===== config.mk =====
export PLATFORM = sky130hd
export DESIGN_NAME = iat_regs
export DESIGN_NICKNAME = d
export VERILOG_FILES = /design/src/include/iat_pkg.sv /design/src/include/iat_cmp_if.sv /design/src/hdl/iat_regs.sv /design/src/hdl/iat_compare.sv
export SDC_FILE = /design/constraint.sdc
export NUM_CORES = 1
export LEC_CHECK = 0
export ABC_CLOCK_PERIOD_IN_PS = 8700
export BUFFER_PORTS_ARGS = -buffer_cell sky130_fd_sc_hd__buf_2
export CAP_MARGIN = 20
export CORE_MARGIN = 2
export CORE_UTILIZATION = 50
export CTS_CLUSTER_SIZE = 10
export DETAILED_ROUTE_END_ITERATION = 6
export PLACE_DENSITY = 0.71
export SETUP_SLACK_MARGIN = 0.05
export SLEW_MARGIN = 20
export SYNTH_ARGS = -nofsm -noshare
export SYNTH_HDL_FRONTEND = slang
export SYNTH_HIERARCHICAL = 1
export SYNTH_SLANG_ARGS = --single-unit

===== constraint.sdc =====
create_clock -name clk -period 8.7 [get_ports clk]
set_clock_uncertainty 0.05 [all_clocks]
set_input_delay 0 -clock clk [delete_from_list [all_inputs] [get_ports clk]]
set_output_delay 0 -clock clk [all_outputs]
set_load 0.05 [all_outputs]

===== src/include/iat_pkg.sv =====
// Notes on behaviour
// - Upper-limit/hysteresis register occupies bytes 24h (LSB) through 27h (MSB).
// - Bits 31..24 hold hysteresis; host writes zeros in low two bits; resets 00h.
// - Upper comparison limit is bits 15..0 with 00b appended; resets FFFFh.
// - Bits 23..16 of upper-limit register are read-only and read 00h.
// - Lower-limit register occupies bytes 28h (LSB) through 2Bh (MSB).
// - Lower comparison limit is bits 15..0 with 00b appended; resets 0000h.
// - Upper sixteen bits of lower-limit register read 0000h.
// - Summary flag is the OR of all tripped alarm flags.
package iat_pkg;

  // ***************************************************************
  // Register map
  // ***************************************************************
  localparam logic [7:0]  IAT_UPPER_BASE   = 8'h24;
  localparam logic [7:0]  IAT_LOWER_BASE   = 8'h28;
  localparam logic [7:0]  IAT_ALARM_BASE   = 8'h20;
  localparam logic [7:0]  IAT_MASK_BASE    = 8'h2C;
  localparam logic [7:0]  IAT_BASE_MASK    = 8'hFC;

  // ***************************************************************
  // Field positions and reset values
  // ***************************************************************
  localparam int          IAT_HYST_LSB     = 24;
  localparam int          IAT_TRIP_HIGH    = 4;
  localparam int          IAT_TRIP_LOW     = 5;
  localparam int          IAT_ACT_HIGH     = 10;
  localparam int          IAT_ACT_LOW      = 11;
  localparam int          IAT_SUMMARY      = 0;
  localparam logic [7:0]  IAT_HYST_RESET   = 8'h00;
  localparam logic [15:0] IAT_UPPER_RESET  = 16'hFFFF;
  localparam logic [15:0] IAT_LOWER_RESET  = 16'h0000;
  localparam logic [1:0]  IAT_APPEND       = 2'h0;
  localparam logic [31:0] IAT_MASK_RESET   = 32'h0000_0000;
  localparam logic [31:0] IAT_STATUS_BITS  = 32'h0000_0C31;

  typedef enum logic [2:0] {
    IAT_SEL_NONE  = 3'b001,
    IAT_SEL_UPPER = 3'b010,
    IAT_SEL_LOWER = 3'b100
  } iat_sel_e;

endpackage : iat_pkg


===== src/include/iat_cmp_if.sv =====
`timescale 1ns/10ps
// Limits and result between the register bank and the comparator.
interface iat_cmp_if;
  logic [17:0] upper_limit;
  logic [17:0] lower_limit;
  logic [5:0]  hyst;
  logic        sample_valid;
  logic [17:0] sample;
  logic        above;
  logic        below;
  modport bank (output upper_limit, lower_limit, hyst, sample_valid, sample,
                input above, below);
  modport cmp  (input upper_limit, lower_limit, hyst, sample_valid, sample,
                output above, below);
endinterface : iat_cmp_if


===== src/hdl/iat_regs.sv =====
// Strobed register access was decided locally.
`timescale 1ns/10ps
module iat_regs
  import iat_pkg::*;
#(
  parameter int RESULT_WIDTH = 18
) (
  // Clock and reset.
  input  wire logic        clk,
  input  wire logic        rst,
  // Register port.
  input  wire logic [7:0]  addr,
  input  wire logic [31:0] wdata,
  input  wire logic        wr,
  input  wire logic        rd,
  output logic      [31:0] rdata,
  // Conversion results.
  input  wire logic        sample_valid,
  input  wire logic [17:0] sample,
  // Alarm outputs.
  output logic             input_tripped_flag_a,
  output logic             input_tripped_flag_b,
  output logic             overall_tripped_alarm_summary,
  output logic             irq
);

  // ***************************************************************
  // Parameter check
  // ***************************************************************
  if (RESULT_WIDTH != 18) begin : g_bad_width
    $error("Only 18-bit results are supported.");
  end

  // ***************************************************************
  // State
  // ***************************************************************
  typedef struct packed {
    logic [7:0]  input_alarm_hysteresis;
    logic [15:0] input_alarm_upper_limit;
    logic [15:0] input_alarm_lower_limit;
    logic [31:0] status;
    logic [31:0] mask;
    logic [31:0] rdata;
    logic        flag_a;
    logic        flag_b;
    logic        summary;
    logic        irq;
  } iat_regs_s;

  iat_regs_s state_reg;
  iat_regs_s state_next;
  iat_sel_e  sel;
  logic [31:0] upper_word;
  logic [31:0] lower_word;
  logic [31:0] events;

  iat_cmp_if cmp_bus ();

  // Register decode on the word base address.
  function automatic iat_sel_e iat_decode(input logic [7:0] a);
    case (a & IAT_BASE_MASK)
      IAT_UPPER_BASE: iat_decode = IAT_SEL_UPPER;
      IAT_LOWER_BASE: iat_decode = IAT_SEL_LOWER;
      default:        iat_decode = IAT_SEL_NONE;
    endcase
  endfunction : iat_decode

  assign sel = iat_decode(addr);

  // Read images with reserved fields as zero.
  always_comb begin
    upper_word = {state_reg.input_alarm_hysteresis, 8'h00,
                  state_reg.input_alarm_upper_limit};
    lower_word = {16'h0000, state_reg.input_alarm_lower_limit};
  end

  // Widened limits feed the comparator.
  always_comb begin
    cmp_bus.upper_limit  = {state_reg.input_alarm_upper_limit, IAT_APPEND};
    cmp_bus.lower_limit  = {state_reg.input_alarm_lower_limit, IAT_APPEND};
    cmp_bus.hyst         = state_reg.input_alarm_hysteresis[7:2];
    cmp_bus.sample_valid = sample_valid;
    cmp_bus.sample       = sample;
  end

  iat_compare u_cmp (
    .clk (clk),
    .rst (rst),
    .cmp (cmp_bus)
  );

  // Sticky events: tripped and active bits from the comparator.
  always_comb begin
    events = '0;
    events[IAT_TRIP_HIGH] = cmp_bus.above;
    events[IAT_TRIP_LOW]  = cmp_bus.below;
    events[IAT_ACT_HIGH]  = cmp_bus.above;
    events[IAT_ACT_LOW]   = cmp_bus.below;
    events[IAT_SUMMARY]   = cmp_bus.above | cmp_bus.below;
  end

  // Next-state logic for the bank.
  always_comb begin
    state_next = state_reg;
    state_next.rdata = 32'h0000_0000;
    if (wr) begin
      if (sel == IAT_SEL_UPPER) begin
        state_next.input_alarm_hysteresis  = wdata[31:IAT_HYST_LSB];
        state_next.input_alarm_upper_limit = wdata[15:0];
      end else if (sel == IAT_SEL_LOWER) begin
        state_next.input_alarm_lower_limit = wdata[15:0];
      end else if ((addr & IAT_BASE_MASK) == IAT_MASK_BASE) begin
        state_next.mask = wdata & IAT_STATUS_BITS;
      end
    end
    if (rd) begin
      if (sel == IAT_SEL_UPPER) begin
        state_next.rdata = upper_word;
      end else if (sel == IAT_SEL_LOWER) begin
        state_next.rdata = lower_word;
      end else if ((addr & IAT_BASE_MASK) == IAT_ALARM_BASE) begin
        state_next.rdata  = state_reg.status;
        state_next.status = 32'h0000_0000;
      end else if ((addr & IAT_BASE_MASK) == IAT_MASK_BASE) begin
        state_next.rdata = state_reg.mask;
      end
    end
    // A new event wins over the clear by read.
    state_next.status  = state_next.status | events;
    state_next.flag_a  = cmp_bus.above;
    state_next.flag_b  = cmp_bus.below;
    state_next.summary = cmp_bus.above | cmp_bus.below;
    state_next.irq     = |(state_next.status & state_next.mask);
  end

  // Registers the bank.
  always_ff @(posedge clk) begin
    if (rst) begin
      state_reg <= '{input_alarm_hysteresis:  IAT_HYST_RESET,
                     input_alarm_upper_limit: IAT_UPPER_RESET,
                     input_alarm_lower_limit: IAT_LOWER_RESET,
                     mask:                    IAT_MASK_RESET,
                     default:                 '0};
    end else begin
      state_reg <= state_next;
    end
  end

  // Outputs come straight from flip-flops.
  assign rdata                         = state_reg.rdata;
  assign input_tripped_flag_a          = state_reg.flag_a;
  assign input_tripped_flag_b          = state_reg.flag_b;
  assign overall_tripped_alarm_summary = state_reg.summary;
  assign irq                           = state_reg.irq;

  chk_upper_reset: assert property (@(posedge clk)
    rst |=> state_reg.input_alarm_upper_limit == IAT_UPPER_RESET &&
            state_reg.input_alarm_hysteresis == IAT_HYST_RESET)
    else $error("Upper register reset value wrong.");
  chk_lower_reset: assert property (@(posedge clk)
    rst |=> state_reg.input_alarm_lower_limit == IAT_LOWER_RESET)
    else $error("Lower register reset value wrong.");
  chk_upper_read: assert property (@(posedge clk) disable iff (rst)
    rd && sel == IAT_SEL_UPPER |=> rdata[23:16] == 8'h00 &&
    rdata[15:0] == $past(state_reg.input_alarm_upper_limit))
    else $error("Upper read image wrong.");
  chk_lower_read: assert property (@(posedge clk) disable iff (rst)
    rd && sel == IAT_SEL_LOWER |=> rdata[31:16] == 16'h0000)
    else $error("Lower read reserved bits not zero.");
  chk_lower_write: assert property (@(posedge clk) disable iff (rst)
    wr && sel == IAT_SEL_LOWER |=> state_reg.input_alarm_lower_limit == $past(wdata[15:0]))
    else $error("Lower write failed.");
  chk_hyst_write: assert property (@(posedge clk) disable iff (rst)
    wr && sel == IAT_SEL_UPPER |=> state_reg.input_alarm_hysteresis == $past(wdata[31:24]))
    else $error("Hysteresis write failed.");
  chk_summary_or: assert property (@(posedge clk) disable iff (rst)
    ##1 overall_tripped_alarm_summary == (input_tripped_flag_a | input_tripped_flag_b))
    else $error("Summary is not the OR of flags.");
  chk_limit_widen: assert property (@(posedge clk) disable iff (rst)
    cmp_bus.upper_limit[1:0] == 2'h0 && cmp_bus.lower_limit[1:0] == 2'h0)
    else $error("Limits not widened with zeros.");
  chk_read_clears: assert property (@(posedge clk) disable iff (rst)
    rd && (addr & IAT_BASE_MASK) == IAT_ALARM_BASE |=> state_reg.status == $past(events))
    else $error("Status read did not clear.");
  chk_summary_sticky: assert property (@(posedge clk) disable iff (rst)
    overall_tripped_alarm_summary |-> state_reg.status[IAT_SUMMARY])
    else $error("Summary set without its status bit.");
  chk_high_sticky: assert property (@(posedge clk) disable iff (rst)
    input_tripped_flag_a |-> state_reg.status[IAT_TRIP_HIGH])
    else $error("Upper alarm set without its status bit.");

endmodule : iat_regs


===== src/hdl/iat_compare.sv =====
`timescale 1ns/10ps
module iat_compare
  import iat_pkg::*;
(
  // Clock and reset.
  input wire logic clk,
  input wire logic rst,
  // Limits and conversion result.
  iat_cmp_if.cmp   cmp
);

  // ***************************************************************
  // State
  // ***************************************************************
  typedef struct packed {
    logic above;
    logic below;
  } iat_cmp_s;

  iat_cmp_s state_reg;
  iat_cmp_s state_next;
  logic [18:0] upper_release;
  logic [18:0] lower_release;

  // Release points move inside the window by the hysteresis amount.
  always_comb begin
    upper_release = {1'b0, cmp.upper_limit} - {13'h0000, cmp.hyst};
    lower_release = {1'b0, cmp.lower_limit} + {13'h0000, cmp.hyst};
  end

  // Each alarm sets past its limit and clears only once back past release.
  always_comb begin
    state_next = state_reg;
    if (cmp.sample_valid) begin
      if (cmp.sample > cmp.upper_limit) begin
        state_next.above = 1'b1;
      end else if (upper_release[18] || {1'b0, cmp.sample} < upper_release) begin
        state_next.above = 1'b0;
      end
      if (cmp.sample < cmp.lower_limit) begin
        state_next.below = 1'b1;
      end else if ({1'b0, cmp.sample} > lower_release) begin
        state_next.below = 1'b0;
      end
    end
  end

  // Registers the comparator state.
  always_ff @(posedge clk) begin
    if (rst) begin
      state_reg <= '0;
    end else begin
      state_reg <= state_next;
    end
  end

  assign cmp.above = state_reg.above;
  assign cmp.below = state_reg.below;

  chk_above_sets: assert property (@(posedge clk) disable iff (rst)
    cmp.sample_valid && cmp.sample > cmp.upper_limit |=> cmp.above)
    else $error("Upper alarm did not set.");
  chk_below_sets: assert property (@(posedge clk) disable iff (rst)
    cmp.sample_valid && cmp.sample < cmp.lower_limit |=> cmp.below)
    else $error("Lower alarm did not set.");
  chk_idle_holds: assert property (@(posedge clk) disable iff (rst)
    !cmp.sample_valid |=> $stable(cmp.above) && $stable(cmp.below))
    else $error("Alarm changed without a sample.");

endmodule : iat_compare


# After elaboration in Yosys (flattened, before gate mapping)
# Cells that the tools add are included.
# Widths: inputs -> output; s select.
[op_classes] n_addsub=2 order_cmp=4 eq_ne=6 muxes=17 bitwise=5 n_reduce_logical=10
[ops] operator="$mux 32" n=12
[ops] operator="$and 32x32->32" n=1
[ops] operator="$or 32x12->32" n=1
[ops] operator="$reduce_or 32->1" n=1
[ops] operator="$eq 6x4->1 const B" n=4
[ops] operator="$add 18x6->19" n=1
[ops] operator="$gt 18x19->1" n=1
[ops] operator="$lt 18x19->1" n=1
[ops] operator="$sub 18x6->19" n=1
[ops] operator="$gt 18x18->1" n=1
[ops] operator="$lt 18x18->1" n=1
[ops] operator="$pmux 3 s2" n=1
[ops] operator="$reduce_and 2->1" n=3
[ops] operator="$mux 1" n=4
[ops] operator="$reduce_bool 2->1" n=2
[ops] operator="$reduce_or 4->1" n=1
[ops] operator="$eq 3x2->1 const B" n=1
[ops] operator="$eq 3x3->1 const B" n=1
[ops] operator="$reduce_and 3->1" n=1
[ops] operator="$not 1->1" n=2
[ops] operator="$reduce_or 2->1" n=1
[ops] operator="$logic_or 1x1->1" n=1
[ops] operator="$or 1x1->1" n=1
[totals] ff_bits=142

# Logic depth before layout (Yosys ltp)
# Gate-level depths: netlist of the first run.
[logic_depth] ltp_word=9 mapped_depth=15

# Modules after synthesis
# Netlist of the first run, hierarchy kept.
[by_module_without_submodules] mod="iat_regs" n_inst=1 cells_per_inst=586 area_each_um2=5322.6 seq_area_each_um2=2802.7
[by_module_without_submodules] mod="iat_compare" n_inst=1 cells_per_inst=348 area_each_um2=2666.3 seq_area_each_um2=40.0

# Least setup slack after synthesis of the first run
# Ideal clock, no wire load.
[synth_timing] path_type="reg-to-reg" start="register state_reg, in the netlist cmp_bus.hyst[0]" end="register u_cmp.state_reg, in the netlist u_cmp/cmp.above" setup_time_ns=0.079 arrival_ns=2.648 required_time_ns=8.571 path_slack_ns=5.923 stages_incl_launch_ff=14 path_cell_list="dfxtp_1 -> ha_1 -> inv_1 -> fa_1 -> a21oi_2 -> o2111ai_4 -> nor4_1 -> xnor2_1 -> ha_1 -> and4_1 -> o21ai_0 -> a311oi_1 -> o21ai_1 -> o211ai_1"
[synth_between] elab_chain_len=5
[synth_rtl] element="from (decl)" line="iat_regs.sv:50" source="iat_regs_s state_reg;"
[synth_rtl] element="from (signal assigned)" line="iat_regs.sv:139" source="state_reg <= '{input_alarm_hysteresis: IAT_HYST_RESET,"
[synth_rtl] element="from (signal assigned)" line="iat_regs.sv:145" source="state_reg <= state_next;"
[synth_rtl] element="$sub 18x6->19 (*)" line="iat_compare.sv:27" source="upper_release = {1'b0, cmp.upper_limit} - {13'h0000, cmp.hyst};"
[synth_rtl] element="$lt 18x19->1" line="iat_compare.sv:37" source="end else if (upper_release[18] || {1'b0, cmp.sample} < upper_release) begin"
[synth_rtl] element="$logic_or 1x1->1 (*)" line="iat_compare.sv:37"
[synth_rtl] element="$reduce_bool 2->1 (no source line) (*)"
[synth_rtl] element="$reduce_and 2->1 (no source line) (*)"
[synth_rtl] element="to (signal assigned)" line="iat_compare.sv:53" source="state_reg <= state_next;"
[synth_rtl] element="to (decl)" line="iat_compare.sv:20" source="iat_cmp_s state_reg;"
# Mark *: on every way between the ends. The rest lies on a longest branch, timed or not.
# A chain may end at the register's enable or synchronous reset.

# Worst setup path after layout of the first run
[layout_timing] start="input addr[7]" end="register state_reg, in the netlist irq"
[layout_between] elab_chain_len=9
[layout_rtl] element="from (decl)" line="iat_regs.sv:12" source="input wire logic [7:0] addr,"
[layout_rtl] element="$eq 6x4->1" line="iat_regs.sv:61" source="case (a & IAT_BASE_MASK)"
[layout_rtl] element="$pmux 3 s2" line="iat_regs.sv:61"
[layout_rtl] element="$eq 3x3->1" line="iat_regs.sv:110, iat_regs.sv:119"
[layout_rtl] element="$mux 32" line="iat_regs.sv:119" source="end else if (sel == IAT_SEL_LOWER) begin"
[layout_rtl] element="$mux 32" line="iat_regs.sv:117" source="if (sel == IAT_SEL_UPPER) begin"
[layout_rtl] element="$mux 32" line="iat_regs.sv:116" source="if (rd) begin"
[layout_rtl] element="$or 32x12->32" line="iat_regs.sv:129" source="state_next.status = state_next.status | events;"
[layout_rtl] element="$and 32x32->32 (*)" line="iat_regs.sv:133" source="state_next.irq = |(state_next.status & state_next.mask);"
[layout_rtl] element="$reduce_or 32->1 (*)" line="iat_regs.sv:133"
# Marks and branches as above.

==> results of run 1 <==
==> cell usage after synthesis, types with 5 or more instances <==
cell | count | area share [%]
buf_4 | 33 | 3.1
a221oi_1 | 19 | 2.1
o21ai_0 | 13 | 0.81
nand2b_1 | 5 | 0.39
nand2_1 | 107 | 5.0
nor4_1 | 6 | 0.47
nand3b_1 | 19 | 1.8
nand3_1 | 12 | 0.75
and2_1 | 58 | 4.5
a21o_1 | 8 | 0.75
xnor2_1 | 28 | 3.1
clkbuf_1 | 33 | 1.6
a21oi_1 | 68 | 4.3
nand4_1 | 17 | 1.3
nor2_1 | 67 | 3.1
ha_1 | 84 | 13
inv_1 | 56 | 2.6
a211oi_1 | 6 | 0.56
nor2b_1 | 23 | 1.8
a22o_1 | 10 | 1.1
a22oi_1 | 25 | 2.3
nor3_1 | 25 | 1.6
mux2i_1 | 5 | 0.63
dfxtp_1 | 142 | 36
==> power by group through the flow <==
stage | clock network (mW) | logic, mW | registers [mW]
after floorplan | 0 | 0.0530 | 0.671
after global placement | 0 | 0.0900 | 0.671
after detailed placement | 0 | 0.0919 | 0.671
after CTS | 0.689 | 0.101 | 0.657
after global routing | 0.721 | 0.115 | 0.657
final | 0.678 | 0.103 | 0.657
==> worst paths after layout <==
kind / endpoint / slack (ns) / cells past startpoint
setup / recovery: irq / 5.24 / 12
hold / removal: u_cmp/cmp.below / 0.07 / 5
setup reg to reg: u_cmp/cmp.above / 5.34 / 13
hold reg to reg: state_reg[132] / 0.42 / 2
==> placed cells by master (no fill, tap or decap), types with 8 or more instances in the layout <==
master / Yosys / routed
dfxtp_1: 142 / 142
nand2_1: 107 / 107
buf_2: 4 / 88
ha_1: 84 / 84
a21oi_1: 68 / 68
nor2_1: 67 / 67
and2_1: 58 / 58
inv_1: 56 / 56
xnor2_1: 28 / 28
dlygate4sd3_1: 0 / 26
a22oi_1: 25 / 25
nor3_1: 25 / 25
nor2b_1: 23 / 23
nand3b_1: 19 / 19
a221oi_1: 19 / 19
nand4_1: 17 / 17
clkbuf_16: 0 / 17
o21ai_0: 13 / 13
nand3_1: 12 / 12
a22o_1: 10 / 10
conb_1: 1 / 10
a21o_1: 8 / 8
==> cell families after synthesis <==
logic type	share of synthesized area (%)
compound gates	15.9
xor+xnor	3.29
fa+ha+maj	13.7
buf+inv	7.58
flops	35.6
mux	0.626
other cells	0.0469
simple gates	23.4
==> cell type report <==
class | count | area share (%)
Clock inverter | 12 | 1.13
Sequential cell | 142 | 30.9
Timing Repair Buffer | 121 | 8.18
Tap cell | 216 | 2.93
Multi-Input combinational cell | 674 | 49.7
Clock buffer | 20 | 4.96
Inverter | 56 | 2.28
==> timing repair <==
action	in CTS	in global routing
endpoints found under the hold margin	52	0
hold buffers	26	0
buffers inserted	0	0
==> worst register-to-register path, stage by stage, from the launching register on <==
cell,delay [ns]
dfxtp_1,0.47
ha_1,0.22
inv_1,0.05
fa_1,0.41
a21oi_2,0.26
o2111ai_4,0.25
nor4_1,0.29
xnor2_1,0.12
ha_1,0.33
and4_1,0.20
o21ai_0,0.11
a311oi_1,0.28
o21ai_1,0.10
o211ai_1,0.12
==> per-layer routing <==
metal | track usage [%] | vias to the layer above | wire [um]
met5 | 0 | - | 0
met4 | 7.95 | 0 | 529
met3 | 4.85 | 30 | 1100
met2 | 38.2 | 223 | 9170
met1 | 34.7 | 3192 | 9630
li1 | - | 3378 | -
==> metrics by stage <==
step	worst slack (ns)	power (mW)
after floorplan	5.92	0.724
after global routing	4.92	1.49
after CTS	5.30	1.45
final	5.24	1.44
after global placement	4.92	0.761
after detailed placement	4.86	0.763
==> impl_metrics.csv, run 1 <==
group,metric,value,unit
outcome,outcome,"finished clean",
final_layout,stdcell_count,1241,
final_layout,multi_input_area,4570,um^2
final_layout,fillers,1505,
final_layout,final_cell_area,9210,um^2
yosys,synthArstFlopShare,0,%
final_layout,diodes,0,
grt,grt_antenna_before_repair,0,
worst_setup_path,worstPathMaxFanout,35,
power,seqPwrFrac,45.7,%
grt,globalRoute.totalOverflow,0,
sta,fin_hold_ws,0.0718,ns
yosys,synth-edff-count,0,
final_layout,drive_gt1_share,14.1,%
worst_setup_path,required,8.94,ns
die,die_y,130,um
drt,dr.pass1.iters,5,
power,swShare,24.6,%
grt,grt_pass1_wl,32.5,mm
power,leakagePower,4.01,nW
die,io_pins,99,
die,die_w,130,um
worst_setup_path,cpMaxStageDelayCell,"nor2_1",
final_layout,layout.nets,1161,
worst_setup_path,crit_chain,"buf_2 -> nor4b_1 -> nand2_1 -> or2_2 -> ha_1 -> buf_4 -> nor2_1 -> and4_1 -> mux2i_1 -> nor2b_1 -> or4_1 -> o2bb2ai_1",
placed_design,gp_congestion,0.848,
drt,routed_wl,20.4,mm
grt,grt_use_total,24.6,%
worst_hold_path,hold_path.class,"in2reg",
worst_setup_path,critical_path_class,"in2reg",
worst_setup_path,path_buf_inv,2,
grt,grt_max_degree,62,
power,switching_power,0.354,mW
sta,worstMarginPinSlew,1.05,ns
drt,drtIter0Drc,548,
final_layout,syn_to_final_growth,15.3,%
grt,grt_pass1_vias,6294,
worst_setup_path,timing.rr.start,"cmp_bus.hyst[0]",
yosys,syn_inst,934,
power,power.density,156,nW/um^2
placed_design,port-buffer-count,88,
die,core,15800,um^2
sta,setup_tns,0,ns
power,max-vdd-ir-drop,157,uV
placed_design,placed_cells,1183,
sta,post-route-period-util,39.8,%
worst_setup_path,critPathLaunch,"addr[7]",
yosys,ys_warn_count,6,
clocking,htreeDepth,4,
yosys,synth_area,7990,um^2
worst_setup_path,crit_arrival,3.70,ns
worst_setup_path,cp_top_family,"simple AND/OR/NAND/NOR gates",
power,comb_power_share,7.2,%
clocking,cts_buffers,17,
power,p_clk_share,47.1,%
clocking,cts.path.max_buffers,2,
clocking,clk_latency,0.42,ns
clocking,cts-resized-gates,0,
die,start_util,50.7,%
yosys,synth_ff_type,"dfxtp_1",
worst_setup_path,start_kind,"input port",
drt,drc,0,
yosys,ys_seq_area_share,35.6,%
clocking,root_buffer,"clkbuf_16",
yosys,ys_types,64,
power,p_int,1.08,mW
sta,fin_crit,3.46,ns
worst_setup_path,cpPeakStageDelay,0.68,ns
sta,final_hold_viol_count,0,
run,drv_cap,0,
worst_setup_path,end_kind,"flop",
drt,antenna_left,0,
final_layout,seq_area,2840,um^2
sta,setup_viol,0,
die,rows,46,
drt,vias_per_cell,5.50,
final_layout,finalCoreUtilization,58.4,%
placed_design,post-dp-hpwl,14.6,mm
clocking,clock_sinks,142,
final_layout,largest_reg_flops,66,
sta,rsz0062_at_grt,"false",
worst_hold_path,min_from,"sample[17]",
die,die-area,17000,um^2
clocking,tritoncts,"built",
sta,finalMaxSlewViolations,0,
placed_design,dpl_cell_area,8390,um^2
yosys,ys_ff_latch,142,
yosys,avgSynthCellArea,8.55,um^2
drt,wire_per_inst,16.5,um
drt,num_vias,6823,
sta,max_slew_margin,29.8,%
sta,max_freq,289,MHz
clocking,path_clk_slew,0.06,ns
(Power assumes the default switching activity.)
==> inputs of run 2 (changes only) <==
--- a/config.mk
+++ b/config.mk
@@ -5,7 +5,7 @@
 export SDC_FILE = /design/constraint.sdc
 export NUM_CORES = 1
 export LEC_CHECK = 0
-export ABC_CLOCK_PERIOD_IN_PS = 8700
+export ABC_CLOCK_PERIOD_IN_PS = 3490
 export BUFFER_PORTS_ARGS = -buffer_cell sky130_fd_sc_hd__buf_2
 export CAP_MARGIN = 20
 export CORE_MARGIN = 2
==> constraint.sdc (replaced) <==
create_clock -name clk -period 3.49 [get_ports clk]
set_clock_uncertainty 0.05 [all_clocks]
set_input_delay 0 -clock clk [delete_from_list [all_inputs] [get_ports clk]]
set_output_delay 0 -clock clk [all_outputs]
set_load 0.05 [all_outputs]
==> run 2 against run 1 <==
Critical path type is now reg2reg; total power grew to 2.5 times the previous value; setup slack lost 5.0 ns; global-route usage is essentially flat.
==> impl_metrics.csv, run 2 (synthesis results as in run 1) <==
group,metric,value,unit
grt,grt_pass1_vias,6334,
final_layout,diodes,0,
sta,max_slew_margin,52.6,%
die,die-area,17000,um^2
clocking,post_cts_buffers,0,
placed_design,dpl_cell_area,8420,um^2
worst_setup_path,start_kind,"flop",
power,finalPower,3.64,mW
sta,setup_tns,0,ns
grt,grt_use_total,24.7,%
final_layout,drive_gt1_share,14.5,%
sta,setup_slack,0.248,ns
drt,dr.pass1.iters,5,
clocking,cts.path.max_buffers,2,
worst_hold_path,hold_path.class,"in2reg",
final_layout,largest_reg_flops,66,
die,rows,46,
sta,worstMarginPinSlew,0.708,ns
final_layout,finalCoreUtilization,58.9,%
drt,drtIter0Drc,603,
final_layout,final_cell_area,9290,um^2
drt,routed_wl,20.3,mm
placed_design,pre_cts_ws,0.349,ns
sta,fin_crit,3.24,ns
placed_design,placed_cells,1187,
placed_design,port-buffer-count,88,
worst_setup_path,cpPeakStageDelay,0.49,ns
drt,drc,0,
grt,grt_max_degree,54,
drt,vias_per_cell,5.43,
clocking,tritoncts,"built",
drt,wire_per_inst,16.3,um
worst_setup_path,crit_arrival,3.54,ns
die,die_w,130,um
placed_design,gp_congestion,0.878,
clocking,cts-resized-gates,0,
sta,max_freq,308,MHz
power,power.density,392,nW/um^2
sta,post-route-period-util,92.9,%
run,drv_cap,0,
drt,antenna_left,0,
clocking,clk_latency,0.43,ns
die,start_util,50.7,%
worst_setup_path,end_kind,"flop",
power,max-vdd-ir-drop,349,uV
die,io_pins,99,
power,leakagePower,4.06,nW
final_layout,stdcell_count,1247,
worst_setup_path,required,3.79,ns
sta,final_hold_viol_count,0,
clocking,htreeDepth,4,
final_layout,layout.nets,1168,
clocking,root_buffer,"clkbuf_16",
final_layout,final_cell_mix,"dfxtp_1 (142), nand2_1 (107), buf_2 (88), ha_1 (84), a21oi_1 (68)",
worst_setup_path,crit_chain,"inv_1 -> fa_1 -> a21oi_2 -> o2111ai_4 -> nor4_1 -> xnor2_1 -> ha_1 -> and4_1 -> o21ai_0 -> a311oi_1 -> o21ai_1 -> o211ai_1",
sta,rsz0062_at_grt,"false",
clocking,clock_sinks,142,
drt,num_vias,6774,
sta,fin_hold_ws,0.0553,ns
worst_setup_path,critical_path_class,"reg2reg",
outcome,outcome,"finished clean",
sta,finalMaxSlewViolations,0,
worst_setup_path,worstPathMaxFanout,6,
placed_design,post-dp-hpwl,14.7,mm
sta,setup_viol,0,
die,die_y,130,um
die,core,15800,um^2
final_layout,syn_to_final_growth,16.2,%
grt,globalRoute.totalOverflow,0,
grt,grt_pass1_wl,32.4,mm
final_layout,layout_commonest_cell,"dfxtp_1",
grt,grt_antenna_before_repair,0,
worst_setup_path,cpMaxStageDelayCell,"dfxtp_1",
clocking,cts_buffers,17,
clocking,path_clk_slew,0.06,ns
==> run 2: changes by cell type in the layout (fill, tap and decap cells not counted), sizes merged <==
cell	change
buf	+4
bufinv	+1
clkinvlp	-1
dlygate4sd3	+3
inv	-1
==> run 2: routing by layer <==
metal / GRT usage, % / up-vias / wire length, um
met1: 33.9 / 3145 / 9510
met2: 39.1 / 213 / 9100
li1: - / 3389 / -
met3: 5.74 / 27 / 1250
met5: 0 / - / 0
met4: 6.95 / 0 / 449
==> run 2: path summary, 6_finish.rpt <==
kind	start	end	slack, ns	depth (start not counted)
max reg2reg	cmp_bus.hyst[1]	u_cmp/cmp.above	0.25	12
max	cmp_bus.hyst[1]	u_cmp/cmp.above	0.25	12
min	addr[3]	state_reg[78]	0.06	5
min reg2reg	cmp_bus.lower_limit[15]	cmp_bus.lower_limit[15]	0.43	2
==> run 2: power breakdown <==
part	total [mW]	internal [mW]	switching, mW
combinational	0.259	0.109	0.150
sequential	1.64	1.63	0.00892
clock	1.74	1.04	0.703
==> run 2: layout make-up <==
cell class,instances,area (um^2)
clock buffers,20,467
repair buffers,128,813
inverters,56,210
flip-flops and latches,142,2840
clock inverters,11,108
well taps,216,270
multi-input cells,674,4570
fillers,1504,6480
==> run 2: critical path: cells and delay by family, from the launching register on <==
family                   cells  cell delay [ns]
AO/OA/AOI/OAI                6             1.06
XOR/XNOR                     1             0.12
adder cells (fa/ha/maj)      2             0.78
buffers and inverters        1             0.13
flip-flops                   1             0.49
AND/OR/NAND/NOR              2             0.54
==> run 2: repair_timing <==
action                     CTS  global route
hold endpoints to repair    52             0
hold buffers                29             0
setup endpoints to repair    0             1
